==> config.mk <==
export PLATFORM = sky130hd
export DESIGN_NAME = tfc_cfg_bank
export DESIGN_NICKNAME = d
export VERILOG_FILES = /design/src/tfc_pkg.sv /design/src/tfc_duty_window.sv /design/src/tfc_hot_pin.sv /design/src/tfc_cfg_bank.sv
export SDC_FILE = /design/constraint.sdc
export NUM_CORES = 1
export LEC_CHECK = 0
export BUFFER_PORTS_ARGS = -buffer_cell sky130_fd_sc_hd__buf_2
export CAP_MARGIN = 10
export CORE_UTILIZATION = 59
export CTS_BUF_LIST = sky130_fd_sc_hd__clkbuf_8
export DETAILED_ROUTE_END_ITERATION = 10
export PLACE_DENSITY = 0.82
export RECOVER_POWER = 50
export SYNTH_ARGS = -nofsm -noshare
export SYNTH_HDL_FRONTEND = slang
export SYNTH_HIERARCHICAL = 1
export SYNTH_SLANG_ARGS = --single-unit
==> constraint.sdc <==
create_clock -name clk_sys_i -period 3.29 [get_ports clk_sys_i]
set_input_delay 0.329 -clock clk_sys_i [delete_from_list [all_inputs] [get_ports clk_sys_i]]
set_output_delay 0.329 -clock clk_sys_i [all_outputs]
set_load 0.02 [all_outputs]
==> src/tfc_pkg.sv <==
// Package with register map, field layout, reset values and timing of the config bank
package tfc_pkg;

	// Register byte addresses
	localparam logic [7:0] ADDR_MONITOR_CTRL = 8'h01;
	localparam logic [7:0] ADDR_MEAS_CTRL = 8'h02;
	localparam logic [7:0] ADDR_FAN_POLE = 8'h03;
	localparam logic [7:0] ADDR_PIN_FUNC = 8'h05;

	// Reset values
	localparam logic [7:0] RST_MONITOR_CTRL = 8'h01;
	localparam logic [7:0] RST_MEAS_CTRL = 8'h84;
	localparam logic [7:0] RST_FAN_POLE = 8'h44;
	localparam logic [7:0] RST_PIN_FUNC = 8'h00;
	localparam logic [7:0] RDATA_UNMAPPED = 8'h00;

	// Monitor control fields
	localparam int unsigned MC_FAN_AUTO = 7;
	localparam int unsigned MC_LOCK = 6;
	localparam int unsigned MC_SDA_TO = 5;
	localparam int unsigned MC_SCL_TO = 4;
	localparam int unsigned MC_HOT_TIMER = 2;
	localparam int unsigned MC_AVG_OFF = 1;
	localparam int unsigned MC_RUN = 0;

	// Measurement control fields
	localparam int unsigned MS_ROUND_ROBIN = 7;
	localparam int unsigned MS_CHAN_SEL = 4;
	localparam int unsigned MS_LINEAR = 2;
	localparam int unsigned MS_BOOST_DIS = 1;
	localparam int unsigned MS_SOFT_RESTORE = 0;

	// Fan pole field
	localparam int unsigned FP_POLE_LSB = 0;
	localparam int unsigned FP_POLE_W = 4;

	// Pin function fields
	localparam int unsigned PF_REF_SEL = 7;
	localparam int unsigned PF_WIN_LSB = 4;
	localparam int unsigned PF_WIN_W = 3;
	localparam int unsigned PF_XOR_TEST = 3;
	localparam int unsigned PF_REMOTE_OUT = 1;
	localparam int unsigned PF_LOCAL_OUT = 0;

	// Conversion rate code from which averaging is always off (16 per second)
	localparam logic [3:0] RATE_NO_AVG = 4'h8;

	// Duty window: shortest window, longest code shift
	localparam int unsigned CLK_PERIOD_NS = 10;
	localparam int unsigned DUTY_BASE_US = 250000;
	localparam int unsigned DUTY_BASE_CYCLES = DUTY_BASE_US * 1000 / CLK_PERIOD_NS;
	localparam logic [2:0] WIN_CODE_MAX = 3'h5;

	typedef struct packed {
		logic wr;
		logic rd;
		logic [7:0] addr;
		logic [7:0] wdata;
	} tfc_reg_req_t;

	typedef struct packed {
		logic fan_auto_select;
		logic wr_locked;
		logic sda_timeout_en;
		logic scl_timeout_en;
		logic hot_pin_timer_en;
		logic averaging_en;
		logic monitor_run;
		logic round_robin;
		logic channel_remote;
		logic speed_curve_linear;
		logic fan_boost;
		logic [3:0] fan_pole_count;
		logic fault_pin_is_ref;
		logic xor_test_en;
	} tfc_cfg_t;

endpackage

==> src/tfc_duty_window.sv <==
// Hot pin duty window timer and on-time counter
`timescale 1ns/1ps
module tfc_duty_window import tfc_pkg::*; #(
	parameter int unsigned BASE_CYC = DUTY_BASE_CYCLES
) (
	// Clock and reset
	input wire logic clk_sys_i,
	input wire logic rstn_i,
	// Control
	input wire logic enable_i,
	input wire logic [2:0] window_code_i,
	input wire logic hot_active_i,
	// Results
	output logic window_end_o,
	output logic [31:0] on_cycles_o
);
	logic [2:0] shift_w;
	logic [31:0] limit_w;
	logic [31:0] cnt_q;
	logic [31:0] on_q;
	logic end_w;

	// Codes above the longest window all select it
	assign shift_w = (window_code_i > WIN_CODE_MAX) ? WIN_CODE_MAX : window_code_i;
	assign limit_w = (32'(BASE_CYC) << shift_w) - 32'h1;
	assign end_w = enable_i && (cnt_q >= limit_w);

	always_ff @(posedge clk_sys_i) begin
		if (!rstn_i || !enable_i || end_w) begin
			cnt_q <= 32'h0;
			on_q <= 32'h0;
		end else begin
			cnt_q <= cnt_q + 32'h1;
			on_q <= on_q + {31'h0, hot_active_i};
		end
	end

	always_ff @(posedge clk_sys_i) begin
		if (!rstn_i) begin
			window_end_o <= 1'b0;
			on_cycles_o <= 32'h0;
		end else begin
			window_end_o <= end_w;
			if (end_w) begin
				on_cycles_o <= on_q + {31'h0, hot_active_i};
			end
		end
	end
endmodule

==> src/tfc_hot_pin.sv <==
// Open-drain hot-limit pin: input sensing and event drive
`timescale 1ns/1ps
module tfc_hot_pin (
	// Clock and reset
	input wire logic clk_sys_i,
	input wire logic rstn_i,
	// Control
	input wire logic timer_en_i,
	input wire logic local_out_en_i,
	input wire logic remote_out_en_i,
	input wire logic local_hot_i,
	input wire logic remote_hot_i,
	// Pin, active low
	input wire logic pin_i,
	output logic pin_o,
	output logic pin_oe_o,
	// Sensed assertion from outside
	output logic ext_active_o
);
	logic drive_w;

	assign drive_w = timer_en_i && ((remote_out_en_i && remote_hot_i)
		|| (local_out_en_i && local_hot_i));

	always_ff @(posedge clk_sys_i) begin
		if (!rstn_i) begin
			pin_o <= 1'b0;
			pin_oe_o <= 1'b0;
			ext_active_o <= 1'b0;
		end else begin
			pin_o <= 1'b0;
			pin_oe_o <= drive_w;
			// Only counted as input while the timer owns it; our own drive is ignored
			ext_active_o <= timer_en_i && !pin_i && !pin_oe_o;
		end
	end
endmodule

==> src/tfc_cfg_bank.sv <==
// Configuration register bank of the thermal monitor and fan controller
`timescale 1ns/1ps
module tfc_cfg_bank import tfc_pkg::*; #(
	parameter int unsigned DUTY_BASE_CYC = DUTY_BASE_CYCLES,
	parameter int unsigned XOR_W = 8
) (
	// Clock and reset
	input wire logic clk_sys_i,
	input wire logic rstn_i,
	// Register access from the serial port engine
	input wire tfc_reg_req_t reg_req_i,
	output logic [7:0] reg_rdata_o,
	output logic reg_wr_refused_o,
	// Measurement side status
	input wire logic [3:0] conv_rate_i,
	input wire logic local_hot_i,
	input wire logic remote_hot_i,
	input wire logic hot_timer_over_i,
	// Connectivity test chain
	input wire logic [XOR_W-1:0] xor_chain_i,
	output logic xor_chain_o,
	// Hot-limit pin, open drain
	input wire logic hot_limit_pin_i,
	output logic hot_limit_pin_o,
	output logic hot_limit_pin_oe_o,
	// Configuration and events to the rest of the device
	output tfc_cfg_t cfg_o,
	output logic soft_restore_o,
	output logic hot_in_active_o,
	output logic duty_window_end_o,
	output logic [31:0] hot_on_cycles_o
);
	logic [7:0] monitor_ctrl_q;
	logic [7:0] monitor_ctrl_d;
	logic [7:0] meas_ctrl_q;
	logic [7:0] meas_ctrl_d;
	logic [7:0] fan_pole_q;
	logic [7:0] fan_pole_d;
	logic [7:0] pin_func_q;
	logic [7:0] pin_func_d;
	logic lock_q;
	logic lock_d;
	logic [7:0] rdata_q;
	logic [7:0] rdata_d;
	logic refused_q;
	logic restore_q;
	logic xor_q;
	tfc_cfg_t cfg_q;
	tfc_cfg_t cfg_d;

	// Address decode
	wire hit_monitor = (reg_req_i.addr == ADDR_MONITOR_CTRL);
	wire hit_meas = (reg_req_i.addr == ADDR_MEAS_CTRL);
	wire hit_pole = (reg_req_i.addr == ADDR_FAN_POLE);
	wire hit_pin = (reg_req_i.addr == ADDR_PIN_FUNC);
	wire hit_any = hit_monitor || hit_meas || hit_pole || hit_pin;

	// Write qualification: every register of this bank is lockable
	wire wr_allowed = reg_req_i.wr && !lock_q;
	wire wr_refused = reg_req_i.wr && lock_q && hit_any;
	wire wr_monitor = wr_allowed && hit_monitor;
	wire wr_meas = wr_allowed && hit_meas;
	wire wr_pole = wr_allowed && hit_pole;
	wire wr_pin = wr_allowed && hit_pin;

	// Soft restore request, taken only from an accepted write
	wire restore_req = wr_meas && reg_req_i.wdata[MS_SOFT_RESTORE];

	// Lock is sticky: once set only the power-on reset releases it
	wire lock_set = wr_monitor && reg_req_i.wdata[MC_LOCK];
	assign lock_d = lock_q || lock_set;

	// Next register values; restore wins over a plain write in the same cycle
	always_comb begin
		monitor_ctrl_d = monitor_ctrl_q;
		meas_ctrl_d = meas_ctrl_q;
		fan_pole_d = fan_pole_q;
		pin_func_d = pin_func_q;
		if (restore_req) begin
			monitor_ctrl_d = RST_MONITOR_CTRL;
			meas_ctrl_d = RST_MEAS_CTRL;
			fan_pole_d = RST_FAN_POLE;
			pin_func_d = RST_PIN_FUNC;
		end else begin
			if (wr_monitor) begin
				monitor_ctrl_d = reg_req_i.wdata;
			end
			if (wr_meas) begin
				meas_ctrl_d = reg_req_i.wdata;
			end
			if (wr_pole) begin
				// Odd pole counts are the host's mistake and are stored as written
				fan_pole_d = reg_req_i.wdata;
			end
			if (wr_pin) begin
				pin_func_d = reg_req_i.wdata;
			end
		end
		// The restore bit never reads back as one
		meas_ctrl_d[MS_SOFT_RESTORE] = 1'b0;
		// Lock bit in the register mirrors the sticky flag
		monitor_ctrl_d[MC_LOCK] = lock_d;
	end

	always_ff @(posedge clk_sys_i) begin
		if (!rstn_i) begin
			monitor_ctrl_q <= RST_MONITOR_CTRL;
			meas_ctrl_q <= RST_MEAS_CTRL;
			fan_pole_q <= RST_FAN_POLE;
			pin_func_q <= RST_PIN_FUNC;
			lock_q <= 1'b0;
		end else begin
			monitor_ctrl_q <= monitor_ctrl_d;
			meas_ctrl_q <= meas_ctrl_d;
			fan_pole_q <= fan_pole_d;
			pin_func_q <= pin_func_d;
			lock_q <= lock_d;
		end
	end

	// Read path; reads ignore the lock
	always_comb begin
		rdata_d = rdata_q;
		if (reg_req_i.rd) begin
			if (hit_monitor) begin
				rdata_d = monitor_ctrl_q;
			end else if (hit_meas) begin
				rdata_d = meas_ctrl_q;
			end else if (hit_pole) begin
				rdata_d = fan_pole_q;
			end else if (hit_pin) begin
				rdata_d = pin_func_q;
			end else begin
				rdata_d = RDATA_UNMAPPED;
			end
		end
	end

	always_ff @(posedge clk_sys_i) begin
		if (!rstn_i) begin
			rdata_q <= RDATA_UNMAPPED;
			refused_q <= 1'b0;
			restore_q <= 1'b0;
		end else begin
			rdata_q <= rdata_d;
			refused_q <= wr_refused;
			restore_q <= restore_req;
		end
	end

	assign reg_rdata_o = rdata_q;
	assign reg_wr_refused_o = refused_q;
	assign soft_restore_o = restore_q;

	// Averaging is forced off at the fast rates regardless of the control bit
	wire fast_rate = (conv_rate_i >= RATE_NO_AVG);
	wire avg_on = !monitor_ctrl_q[MC_AVG_OFF] && !fast_rate;

	// Boost on hot conditions unless suppressed; then the last speed holds
	wire hot_any = local_hot_i || remote_hot_i || hot_timer_over_i;
	wire boost = hot_any && !meas_ctrl_q[MS_BOOST_DIS];

	// Decoded configuration, registered so every output comes from a flop
	always_comb begin
		cfg_d.fan_auto_select = monitor_ctrl_q[MC_FAN_AUTO];
		cfg_d.wr_locked = lock_q;
		cfg_d.sda_timeout_en = monitor_ctrl_q[MC_SDA_TO];
		cfg_d.scl_timeout_en = monitor_ctrl_q[MC_SCL_TO];
		cfg_d.hot_pin_timer_en = monitor_ctrl_q[MC_HOT_TIMER];
		cfg_d.averaging_en = avg_on;
		cfg_d.monitor_run = monitor_ctrl_q[MC_RUN];
		cfg_d.round_robin = meas_ctrl_q[MS_ROUND_ROBIN];
		cfg_d.channel_remote = meas_ctrl_q[MS_CHAN_SEL];
		cfg_d.speed_curve_linear = meas_ctrl_q[MS_LINEAR];
		cfg_d.fan_boost = boost;
		cfg_d.fan_pole_count = fan_pole_q[FP_POLE_LSB +: FP_POLE_W];
		cfg_d.fault_pin_is_ref = pin_func_q[PF_REF_SEL];
		cfg_d.xor_test_en = pin_func_q[PF_XOR_TEST];
	end

	always_ff @(posedge clk_sys_i) begin
		if (!rstn_i) begin
			cfg_q <= '0;
		end else begin
			cfg_q <= cfg_d;
		end
	end

	assign cfg_o = cfg_q;

	// Connectivity test: parity of the pin chain, held low when the test is off
	wire xor_parity = ^xor_chain_i;

	always_ff @(posedge clk_sys_i) begin
		if (!rstn_i) begin
			xor_q <= 1'b0;
		end else begin
			xor_q <= pin_func_q[PF_XOR_TEST] && xor_parity;
		end
	end

	assign xor_chain_o = xor_q;

	// Hot-limit pin driver and sensing
	tfc_hot_pin u_hot_pin (
		.clk_sys_i(clk_sys_i),
		.rstn_i(rstn_i),
		.timer_en_i(monitor_ctrl_q[MC_HOT_TIMER]),
		.local_out_en_i(pin_func_q[PF_LOCAL_OUT]),
		.remote_out_en_i(pin_func_q[PF_REMOTE_OUT]),
		.local_hot_i(local_hot_i),
		.remote_hot_i(remote_hot_i),
		.pin_i(hot_limit_pin_i),
		.pin_o(hot_limit_pin_o),
		.pin_oe_o(hot_limit_pin_oe_o),
		.ext_active_o(hot_in_active_o)
	);

	// Duty window runs only while the timer is enabled; window code comes straight from the bank
	tfc_duty_window #(
		.BASE_CYC(DUTY_BASE_CYC)
	) u_duty (
		.clk_sys_i(clk_sys_i),
		.rstn_i(rstn_i),
		.enable_i(monitor_ctrl_q[MC_HOT_TIMER]),
		.window_code_i(pin_func_q[PF_WIN_LSB +: PF_WIN_W]),
		.hot_active_i(hot_in_active_o),
		.window_end_o(duty_window_end_o),
		.on_cycles_o(hot_on_cycles_o)
	);
endmodule

==> results of run 1 <==
-- per-layer routing --
| metal | track usage [%] | routed length [µm] |
|---|---|---|
| met1 | 31.51 | 6812 |
| met2 | 45.76 | 7915 |
| met3 | 5.716 | 884 |
| met4 | 12.07 | 373 |
| met5 | 0 | 0 |
-- where the power goes --
part	leakage, µW	switching [µW]	internal (µW)
clock	0.000207	698	725
combinational	0.00160	72.7	42.5
sequential	0.00127	1.71	1920
total	0.00308	772	2680
-- synthesized netlist by cell type (4+ instances only) --
master / instances / area [µm²]
a211oi_1: 4 / 30.03
a211oi_2: 27 / 337.8
a21oi_1: 11 / 55.05
and2_1: 17 / 106.4
and3_1: 12 / 75.07
and4_1: 8 / 70.07
buf_4: 4 / 30.03
clkbuf_1: 20 / 75.07
dfxtp_1: 158 / 3163
ha_1: 30 / 375.4
inv_1: 26 / 97.59
mux2i_1: 31 / 310.3
nand2_1: 61 / 229.0
nand3_1: 28 / 140.1
nand4_1: 15 / 93.84
nor2_1: 121 / 454.2
nor2b_1: 9 / 56.30
nor3_1: 45 / 225.2
o21ai_0: 10 / 50.05
o221ai_1: 6 / 52.55
o31ai_1: 7 / 52.55
xnor2_1: 37 / 324.1
xor2_1: 31 / 271.5
-- layout make-up --
type	count	area share [%]
well taps	143	2.248
inverters	26	1.226
clock inverters	11	1.462
multi-input cells	551	45.83
clock buffers	20	3.459
flip-flops and latches	158	39.75
repair buffers	106	6.022
-- worst paths after layout --
| path | startpoint | end | slack, ns | depth (start not counted) |
|---|---|---|---|---|
| setup / recovery | pin_func_q[5] | u_duty/on_cycles_o[6] | 0.12 | 11 |
| hold / removal | hot_limit_pin_i | u_hot_pin/ext_active_o | 0.05 | 2 |
| setup reg to reg | pin_func_q[5] | u_duty/on_cycles_o[6] | 0.12 | 11 |
| hold reg to reg | u_hot_pin/pin_oe_o | u_hot_pin/ext_active_o | 0.45 | 1 |
-- cells by family (layout without fill, tap and decap cells) --
kind of cell	Yosys count	in the layout	share of synthesized area, %
fa+ha+maj	30	30	5.284
buf+inv	59	163	4.174
mux	31	31	4.368
compound gates	82	82	10.23
other cells	2	3	0.1057
xor+xnor	68	68	8.383
simple gates	337	337	22.93
flops	158	158	44.52
-- metrics by stage --
stage	total power, µW	hold WS [ns]	cell area [µm²]	setup WS [ns]	std cells
after CTS	3480	0.02069	8055	0.1175	1015
after detailed placement	2078	0.4353	7654	0.2152	983
final	3455	0.05104	7958	0.1228	1015
after floorplan	2031	0.3987	7108	0.5371	768
after global routing	3577	0.04642	7958	0.01222	1015
after global placement	2073	0.4255	7654	0.3082	983
-- registers in the layout (all words and copies together), names as in the netlist, 7 cells and up --
register,count
cfg_o,17
reg_rdata_o,8
u_duty/on_cycles_o,32
monitor_ctrl_q,8
u_duty/on_q,32
fan_pole_q,8
pin_func_q,8
u_duty/cnt_q,32
meas_ctrl_q,7
-- what timing repair did --
item / CTS / global route
endpoints found under the hold margin: 1 / 0
hold buffers: 1 / 0
setup endpoints to repair: 0 / 18
gates resized for setup: 0 / 1
==> results.md, run 1 <==
* Power density over the cells at 434.2 nW/µm²
* Synthesized area at 7104 µm²
* Status: finished, violations left
* First-pass GRT wire length at 26320 µm
* Final Cycle Share at 96.27%
* Worst Setup End Kind: register
* Yosys warns at 6
* Bufs on Longest Clock Path at 2
* Final net count at about 900
* Total CTS buffers at 17
* Crit-path cells: nor2_1 > nand2_1 > ha_1 > ha_1 > and3_1 > a221o_1 > a22oi_2 > a211oi_4 > or2_1 > buf_6 > a211oi_2
* Post-route ant nets at 0
* Area Overhead vs Synth at 12.01%
* Drt first-iter violations at 385
* IO Pins at 100
* Clk_skew at 0.01121 ns
* Number of synthesized flops with an enable pin at 0
* Row cnt at 39
* Unrepaired setup endpoints after global routing: false
* Critical Path Slowest Stage Cell: dfxtp_1
* Fmax at 315.7 MHz
* Leakage at 0.003081 µW
* Vias in the first global route at around 5600
* Dpl hpwl at 11210 µm
* Antenna Cells at 0
* Asr flop ratio synth at 0%
* Skew-Pair Late Insertion Delay at about 0.46 ns
* Postcts setup bufs at 0
* CTS tree: built
* Clock slew at reported path FFs at 0.08 ns
* GPL Wtd Cong at 0.8957
* Cells after synthesis at between 700 and 800
* Total number of vias at between 5000 and 6000
* H-Tree Depth at 4
* WL final at ~16000 µm
* Pin count of the biggest net entering global routing at 34
* Failing checks: DRC
* Antenna violations before repair at 0
* Setup violations, final at 0
* Main synth FF type: dfxtp_1
* Sequential Area at 3163 µm²
* Fin crit period at 3.167 ns
* Distinct cells, synth at 54
* Max FO, Critical Path at 33
* Max-cap violations at 0
* DR WL/cell at about 16 µm
* Least-Margin Pin Slew at 1.365 ns
* Port Buffers at 95
* Core Util, Final at 68.81%
* Most frequent cells in the layout: dfxtp_1 (158), nor2_1 (121), clkbuf_1 (66), nand2_1 (60), nor3_1 (46)
* Multi-input gate area at 3647 µm²
* Vias per cell at 5.712
* Synthesized area per cell at 9.262 µm²
* Slew Limit Fails at 0
* Clock Root Buffer: clkbuf_8
* Worst setup path class: reg -> reg
* Total GRT Usage at 26.50%
* Final-report hold violation count at 0
* Element type at the critical path start: register
* Die X at 111.7 µm
* Register area share after synthesis at 44.52%
* Initial core utilization at 61.43%
* Layout fillers at 945
* Synthesized flop and latch total at 158
* Core ar. at 11560 µm²
* Buf/Inv on CP at 1
* Grt ovf at 0
* Worst path max stage delay at approximately 0.40 ns
* Crit path max-delay family: compound AO/OA/AOI/OAI gates
* VDD IR max at ~350 µV
* Pre-antenna DRT Iters at 8
* Die Y at 111.7 µm
* Max_slew headroom at roughly 9.0%
* Crit path DAT at 3.52 ns
* Total Die Area at 12480 µm²
* CP required at 3.64 ns
* Sink Count at 158
* DR DRC count at 6
* Leading cell type in the layout, fill and taps excluded: dfxtp_1
* Layout cells sized above 1 at 11.70%
* Crit-path most repeated cell: ha_1
* TNS Setup at 0 ns
* HP Class: in -> reg
(Power assumes the default switching activity.)
==> run 2: changes to the inputs <==
--- a/config.mk
+++ b/config.mk
@@ -5,12 +5,12 @@
 export SDC_FILE = /design/constraint.sdc
 export NUM_CORES = 1
 export LEC_CHECK = 0
-export BUFFER_PORTS_ARGS = -buffer_cell sky130_fd_sc_hd__buf_2
 export CAP_MARGIN = 10
-export CORE_UTILIZATION = 59
+export CORE_UTILIZATION = 60
 export CTS_BUF_LIST = sky130_fd_sc_hd__clkbuf_8
 export DETAILED_ROUTE_END_ITERATION = 10
-export PLACE_DENSITY = 0.82
+export DONT_BUFFER_PORTS = 1
+export PLACE_DENSITY = 0.76
 export RECOVER_POWER = 50
 export SYNTH_ARGS = -nofsm -noshare
 export SYNTH_HDL_FRONTEND = slang
==> results.md, run 2 (synthesis gave the netlist of run 1 again) <==
* Status: finished, violations left
* Failing checks: capacitance limit, slew limit
* Post-route ant nets at 0 (unchanged)
* Buf/Inv on CP at 3 (+2)
* Vias per cell at 5.764 (+0.91%)
* Clock Root Buffer: clkbuf_8
* Worst setup path class: reg -> reg
* Total CTS buffers at 17 (unchanged)
* Clk_skew at 0.01345 ns (+0.002234 ns)
* Placed inst area at 7198 µm² (-6.0%)
* Slew Limit Fails at 26 (+26)
* Pre-antenna DRT Iters at 5 (-3)
* Setup violations, final at 0 (unchanged)
* Antenna Cells at 0 (unchanged)
* Total GRT Usage at 25.62% (-0.88 points)
* Crit path max-delay family: compound AO/OA/AOI/OAI gates
* Layout cells sized above 1 at 9.415% (-2.3 points)
* Power density over the cells at 425.3 nW/µm² (-2.0%)
* Sink Count at 158 (unchanged)
* Initial core utilization at 61.95% (+0.52 points)
* Skew-Pair Late Insertion Delay at 0.45 ns (about the same)
* Port Buffers at 0 (-100%)
* Total Die Area at 12280 µm² (-1.6%)
* Final net count at 840 (-9.3%)
* Worst path max stage delay at 0.50 ns (+0.10 ns)
* VDD IR max at 402.4 µV (+14%)
* Final Cycle Share at 93.51% (-2.8 points)
* Vias in the first global route at 5374 (-4.6%)
* Layout fillers at 924 (-2.2%)
* Area Overhead vs Synth at 6.922%
* Drt first-iter violations at 359 (-6.8%)
* Max FO, Critical Path at 33 (unchanged)
* Leakage at 0.002881 µW (-6.5%)
* Element type at the critical path start: register
* Worst Setup End Kind: register
* Least-Margin Pin Slew at 1.761 ns (+0.3954 ns)
* Row cnt at 39 (unchanged)
* GPL Wtd Cong at 0.8722 (-2.6%)
* Leading cell type in the layout, fill and taps excluded: dfxtp_1
* First-pass GRT wire length at 25510 µm (-3.1%)
* DR WL/cell at 16.43 µm (+4.3%)
* Bufs on Longest Clock Path at 2 (unchanged)
* Pin count of the biggest net entering global routing at 46 (+35%)
* Dpl hpwl at 10490 µm (-6.4%)
* HP Class: in -> reg
* Grt ovf at 0 (unchanged)
* Crit path from: pin_func_q[6]
* TNS Setup at 0 ns (unchanged)
* Max_slew headroom at -18.18% (-27 points)
* Core ar. at 11470 µm² (-0.84%)
* Crit-path most repeated cell: inv_1
* Fmax at 325.0 MHz (+2.9%)
* Fin crit period at 3.077 ns (-0.09066 ns)
* Biggest registers after layout: u_duty/cnt_q: 32 flops, u_duty/on_cycles_o: 32 flops, u_duty/on_q: 32 flops
* Critical Path Slowest Stage Cell: dfxtp_1
* IO Pins at 100 (unchanged)
* Reg-to-reg slack, setup at 0.21 ns (+0.09 ns)
* R2R cell count at 10 (-1)
* H-Tree Depth at 4 (unchanged)
* Die X at 110.8 µm (-0.82%)
* Finished Cell Area at 7596 µm² (-4.5%)
* Max-cap violations at 1 (+1)
* Most frequent cells in the layout: dfxtp_1 (158), nor2_1 (121), nand2_1 (60), nor3_1 (46), xnor2_1 (37)
* Unrepaired setup endpoints after global routing: false
* Reg2reg end: u_duty/on_cycles_o[3]
* Crit path DAT at 3.43 ns (-0.09 ns)
* Antenna violations before repair at 0 (unchanged)
* Clock slew at reported path FFs at 0.09 ns (about the same)
* Die Y at 110.8 µm (-0.82%)
* CP required at 3.65 ns (about the same)
* Total number of vias at 5355 (-7.6%)
* Critical R2R Launch: pin_func_q[6]
* Final-report hold violation count at 0 (unchanged)
* Crit-path cells: inv_1 > nor2_1 > inv_1 > ha_1 > and4_1 > a221o_1 > a22o_1 > or2_1 > buf_12 > a211oi_1
* WL final at 15270 µm (-4.5%)
* DR DRC count at 0 (-6)
* Worst Hold Path EP: cfg_o[1]
* Hold depth at 1 (-1)
* CTS tree: built
* Hold path start: rstn_i
==> run 2: changes by cell type in the layout (fill, tap and decap cells not counted), moves of 2 or more <==
| cell | before | now |
|---|---|---|
| clkinv_2 | 3 | 6 |
| clkbuf_1 | 66 | 1 |
| clkinvlp_4 | 1 | 4 |
| inv_1 | 28 | 26 |
| dlygate4sd3_1 | 1 | 9 |
| bufinv_16 | 2 | 0 |
| buf_2 | 30 | 0 |
| clkbuf_8 | 20 | 17 |
==> run 2: power by group <==
part,total (µW),internal [µW],switching [µW]
clock network,1230,515,714
registers,1920,1920,8.35
logic,77.9,34.5,43.4
total,3230,2460,766
==> run 2: area by class of cell <==
cell class / instances / area [µm²] / area share (%)
tap: 143 / 178.9 / 2.355
clock buffer: 17 / 234.0 / 3.080
inverter: 26 / 97.59 / 1.285
multi-input combinational: 551 / 3643 / 47.97
timing repair buffer: 20 / 181.4 / 2.388
clock inverter: 14 / 97.59 / 1.285
sequential: 158 / 3163 / 41.64
==> run 2: worst register-to-register path, cell delays in order (launching register included) <==
cell,delay [ns]
dfxtp_1,0.50
inv_1,0.19
nor2_1,0.28
inv_1,0.13
ha_1,0.31
and4_1,0.25
a221o_1,0.34
a22o_1,0.26
or2_1,0.26
buf_12,0.20
a211oi_1,0.27
==> run 2: worst max path at each step <==
| stage | slack, ns | cells after the start | to |
|---|---|---|---|
| 2_1_floorplan | 0.54 | 12 | u_duty/on_cycles_o[11] |
| 3_3_place_gp | 0.34 | 11 | u_duty/on_cycles_o[3] |
| 3_5_place_dp | 0.26 | 11 | u_duty/on_cycles_o[3] |
| 4_1_cts | 0.23 | 11 | u_duty/on_cycles_o[3] |
| 5_1_grt | 0.06 | 12 | u_duty/on_cycles_o[3] |
| 6_report | 0.21 | 10 | u_duty/on_cycles_o[3] |
==> run 2: stage by stage <==
stage / hold WS (ns) / cells / power [µW] / utilization [%] / setup slack, ns
6_report: 0.01518 / 929 / 3231 / 66.24 / 0.2135
5_1_grt: 0.001685 / 929 / 3354 / 66.24 / 0.06182
4_1_cts: 0.001590 / 928 / 3257 / 66.36 / 0.2273
3_5_place_dp: 0.4035 / 889 / 2036 / 62.77 / 0.2623
3_3_place_gp: 0.4018 / 889 / 2034 / 62.77 / 0.3365
2_1_floorplan: 0.3987 / 768 / 2031 / - / 0.5371
==> run 2: repair_timing <==
item | 4_1_cts | 5_1_grt
gates resized for setup | 0 | 0
endpoints found under the hold margin | 14 | 1
hold buffers | 8 | 1
buffers inserted | 0 | 0
==> run 2: routing by layer <==
layer | up-vias | routed length (µm) | global-route usage (%)
li1 | 2655 | - | -
met4 | 0 | 280 | 10.22
met1 | 2525 | 6636 | 30.80
met3 | 23 | 868 | 6.670
met2 | 152 | 7479 | 43.56
met5 | - | 0 | 0
==> run 3: changes to the inputs <==
--- a/config.mk
+++ b/config.mk
@@ -6,6 +6,7 @@
 export NUM_CORES = 1
 export LEC_CHECK = 0
 export CAP_MARGIN = 10
+export CORE_ASPECT_RATIO = 0.6
 export CORE_UTILIZATION = 60
 export CTS_BUF_LIST = sky130_fd_sc_hd__clkbuf_8
 export DETAILED_ROUTE_END_ITERATION = 10
==> constraint.sdc (replaced) <==
create_clock -name clk_sys_i -period 3.29 [get_ports clk_sys_i]
set_input_delay 0.329 -clock clk_sys_i [delete_from_list [all_inputs] [get_ports clk_sys_i]]
set_output_delay 0.329 -clock clk_sys_i [all_outputs]
set_load 0.01 [all_outputs]
==> results.md, run 3 (synthesis gave the netlist of run 1 again) <==
* Die X at 142.5 µm (+29%)
* Layout fillers at 897 (-2.9%)
* Final Cycle Share at 92.99% (-0.52 points)
* DR WL/cell at 17.23 µm (+4.9%)
* Pin count of the biggest net entering global routing at 62 (+35%)
* Post-Place Cells at 905 (+1.8%)
* Postcts setup bufs at 0 (unchanged)
* Worst setup path class: reg -> reg
* Path length in cells of the critical path at 10 (unchanged)
* Sequential Area at 3163 µm² (unchanged)
* Vias in the first global route at 5275 (-1.8%)
* Crit-path most repeated cell: nor2_1
* CP required at 3.65 ns (about the same)
* Hold depth at 2 (+1)
* Total CTS buffers at 17 (unchanged)
* Post-route ant nets at 0 (unchanged)
* Antenna violations before repair at 0 (unchanged)
* Final net count at 838 (-0.24%)
* Final-report hold violation count at 0 (unchanged)
* VDD IR max at 230.3 µV (-43%)
* Fmax at 326.9 MHz (+0.56%)
* Crit path from: pin_func_q[4]
* Leading cell type in the layout, fill and taps excluded: dfxtp_1
* Worst Setup End Kind: register
* Initial core utilization at 62.26% (+0.31 points)
* Core ar. at 11410 µm² (-0.49%)
* Worst path max stage delay at 0.51 ns (about the same)
* Total Die Area at 12290 µm² (+0.11%)
* Failing checks: capacitance limit, slew limit
* Layout cells sized above 1 at 9.172% (-0.24 points)
* Biggest registers after layout: u_duty/cnt_q: 32 flops, u_duty/on_cycles_o: 32 flops, u_duty/on_q: 32 flops
* GPL Wtd Cong at 0.8413 (-3.5%)
* Clock slew at reported path FFs at 0.10 ns (about the same)
* Clk_skew at 0.02101 ns (+0.007566 ns)
* Slew Limit Fails at 26 (unchanged)
* Skew-Pair Late Insertion Delay at 0.45 ns (about the same)
* Clock Root Buffer: clkbuf_8
* Sink Count at 158 (unchanged)
* Fin crit period at 3.059 ns (-0.01727 ns)
* Max FO, Critical Path at 33 (unchanged)
* Crit path DAT at 3.42 ns (about the same)
* Port Buffers at 0 (unchanged)
* Dpl hpwl at 11500 µm (+9.6%)
* Total GRT Usage at 27.53% (+1.9 points)
* First-pass GRT wire length at 26230 µm (+2.8%)
* Leakage at 0.002907 µW (+0.89%)
* Power density over the cells at 450.3 nW/µm² (+5.9%)
* Max-cap violations at 1 (unchanged)
* Element type at the critical path start: register
* CTS tree: built
* DR DRC count at 0 (unchanged)
* Most frequent cells in the layout: dfxtp_1 (158), nor2_1 (121), nand2_1 (61), nor3_1 (46), xnor2_1 (37)
* Drt first-iter violations at 429 (+19%)
* Buf/Inv on CP at 2 (-1)
* Status: finished, violations left
* Pre-antenna DRT Iters at 5 (unchanged)
* Critical R2R Launch: pin_func_q[4]
* WL final at 16280 µm (+6.7%)
* Reg-to-reg slack, setup at 0.23 ns (+0.02 ns)
* Crit path max-delay family: simple AND/OR/NAND/NOR gates
* HP Class: in -> reg
* Setup violations, final at 0 (unchanged)
* Critical path capture point: u_duty/on_cycles_o[3]
* Grt ovf at 0 (unchanged)
* Least-Margin Pin Slew at 1.784 ns (+0.02283 ns)
* Critical Path Slowest Stage Cell: dfxtp_1
* Vias per cell at 5.844 (+1.4%)
* Final std cells w/o fill at 945 (+1.7%)
* TNS Setup at 0 ns (unchanged)
* R2R cell count at 10 (unchanged)
* Crit-path cells: nor2_1 > nor2_1 > inv_1 > ha_1 > and4_1 > a221o_1 > a22o_1 > or2_1 > buf_12 > a211oi_1
* H-Tree Depth at 4 (unchanged)
* Row cnt at 30 (-23%)
* Reg2reg end: u_duty/on_cycles_o[3]
* Max_slew headroom at -19.71% (-1.5 points)
* IO Pins at 100 (unchanged)
* Die Y at 86.29 µm (-22%)
* Unrepaired setup endpoints after global routing: false
* Multi-input gate area at 3641 µm² (about the same)
* Bufs on Longest Clock Path at 2 (unchanged)
* Total number of vias at 5523 (+3.1%)
* Antenna Cells at 0 (unchanged)
* Area Overhead vs Synth at 7.996%
==> run 3: cell count changes in the layout (fill, tap and decap cells not counted), moves of 2 or more <==
cell / before / now
buf_4: 9 / 7
and2_1: 10 / 6
inv_6: 1 / 6
and2_0: 7 / 11
clkinv_4: 2 / 0
bufinv_16: 0 / 2
clkinv_2: 6 / 1
==> run 3: power by group <==
part	internal (µW)	leakage (µW)	switching, µW
sequential	1920	0.00127	4.36
combinational	33.5	0.00143	42.0
clock	710	0.000201	750
==> run 3: cell type report <==
type / count / area share [%]
Sequential cell: 158 / 41.23
Tap cell: 160 / 2.609
Inverter: 26 / 1.272
Clock inverter: 14 / 2.022
Multi-Input combinational cell: 551 / 47.46
Timing Repair Buffer: 18 / 2.185
Clock buffer: 18 / 3.229
==> run 3: per-stage QoR <==
stage	hold WS, ns	utilization (%)	power (µW)	area (µm²)	setup WS [ns]
finish	0.01888	67.24	3455	7672	0.2308
global route	0.004560	67.24	3577	7672	0.05492
CTS	0.0001884	67.32	3479	7682	0.2426
detailed placement	0.4046	63.18	2031	7209	0.2742
global placement	0.4027	63.18	2029	7209	0.3306
floorplan	0.3987	-	2027	7108	0.5371
==> run 3: what timing repair did <==
action,4_1_cts,5_1_grt
gates resized for setup,0,1
setup endpoints to repair,0,41
hold buffers,7,1
endpoints found under the hold margin,11,1
==> run 3: worst min-delay path by stage <==
stage,start,to,slack [ns]
5_1_grt,rstn_i,reg_rdata_o[0],0.005
3_5_place_dp,hot_limit_pin_i,u_hot_pin/ext_active_o,0.40
2_1_floorplan,hot_limit_pin_i,u_hot_pin/ext_active_o,0.40
6_report,reg_req_i[1],monitor_ctrl_q[1],0.02
4_1_cts,reg_req_i[1],monitor_ctrl_q[1],0.0002
3_3_place_gp,hot_limit_pin_i,u_hot_pin/ext_active_o,0.40
==> run 3: routing by layer <==
layer	share of wire (%)	global-route usage, %
met1	48	38.85
met2	43	41.84
met3	8.0	7.182
met4	0.78	6.940
met5	0	0
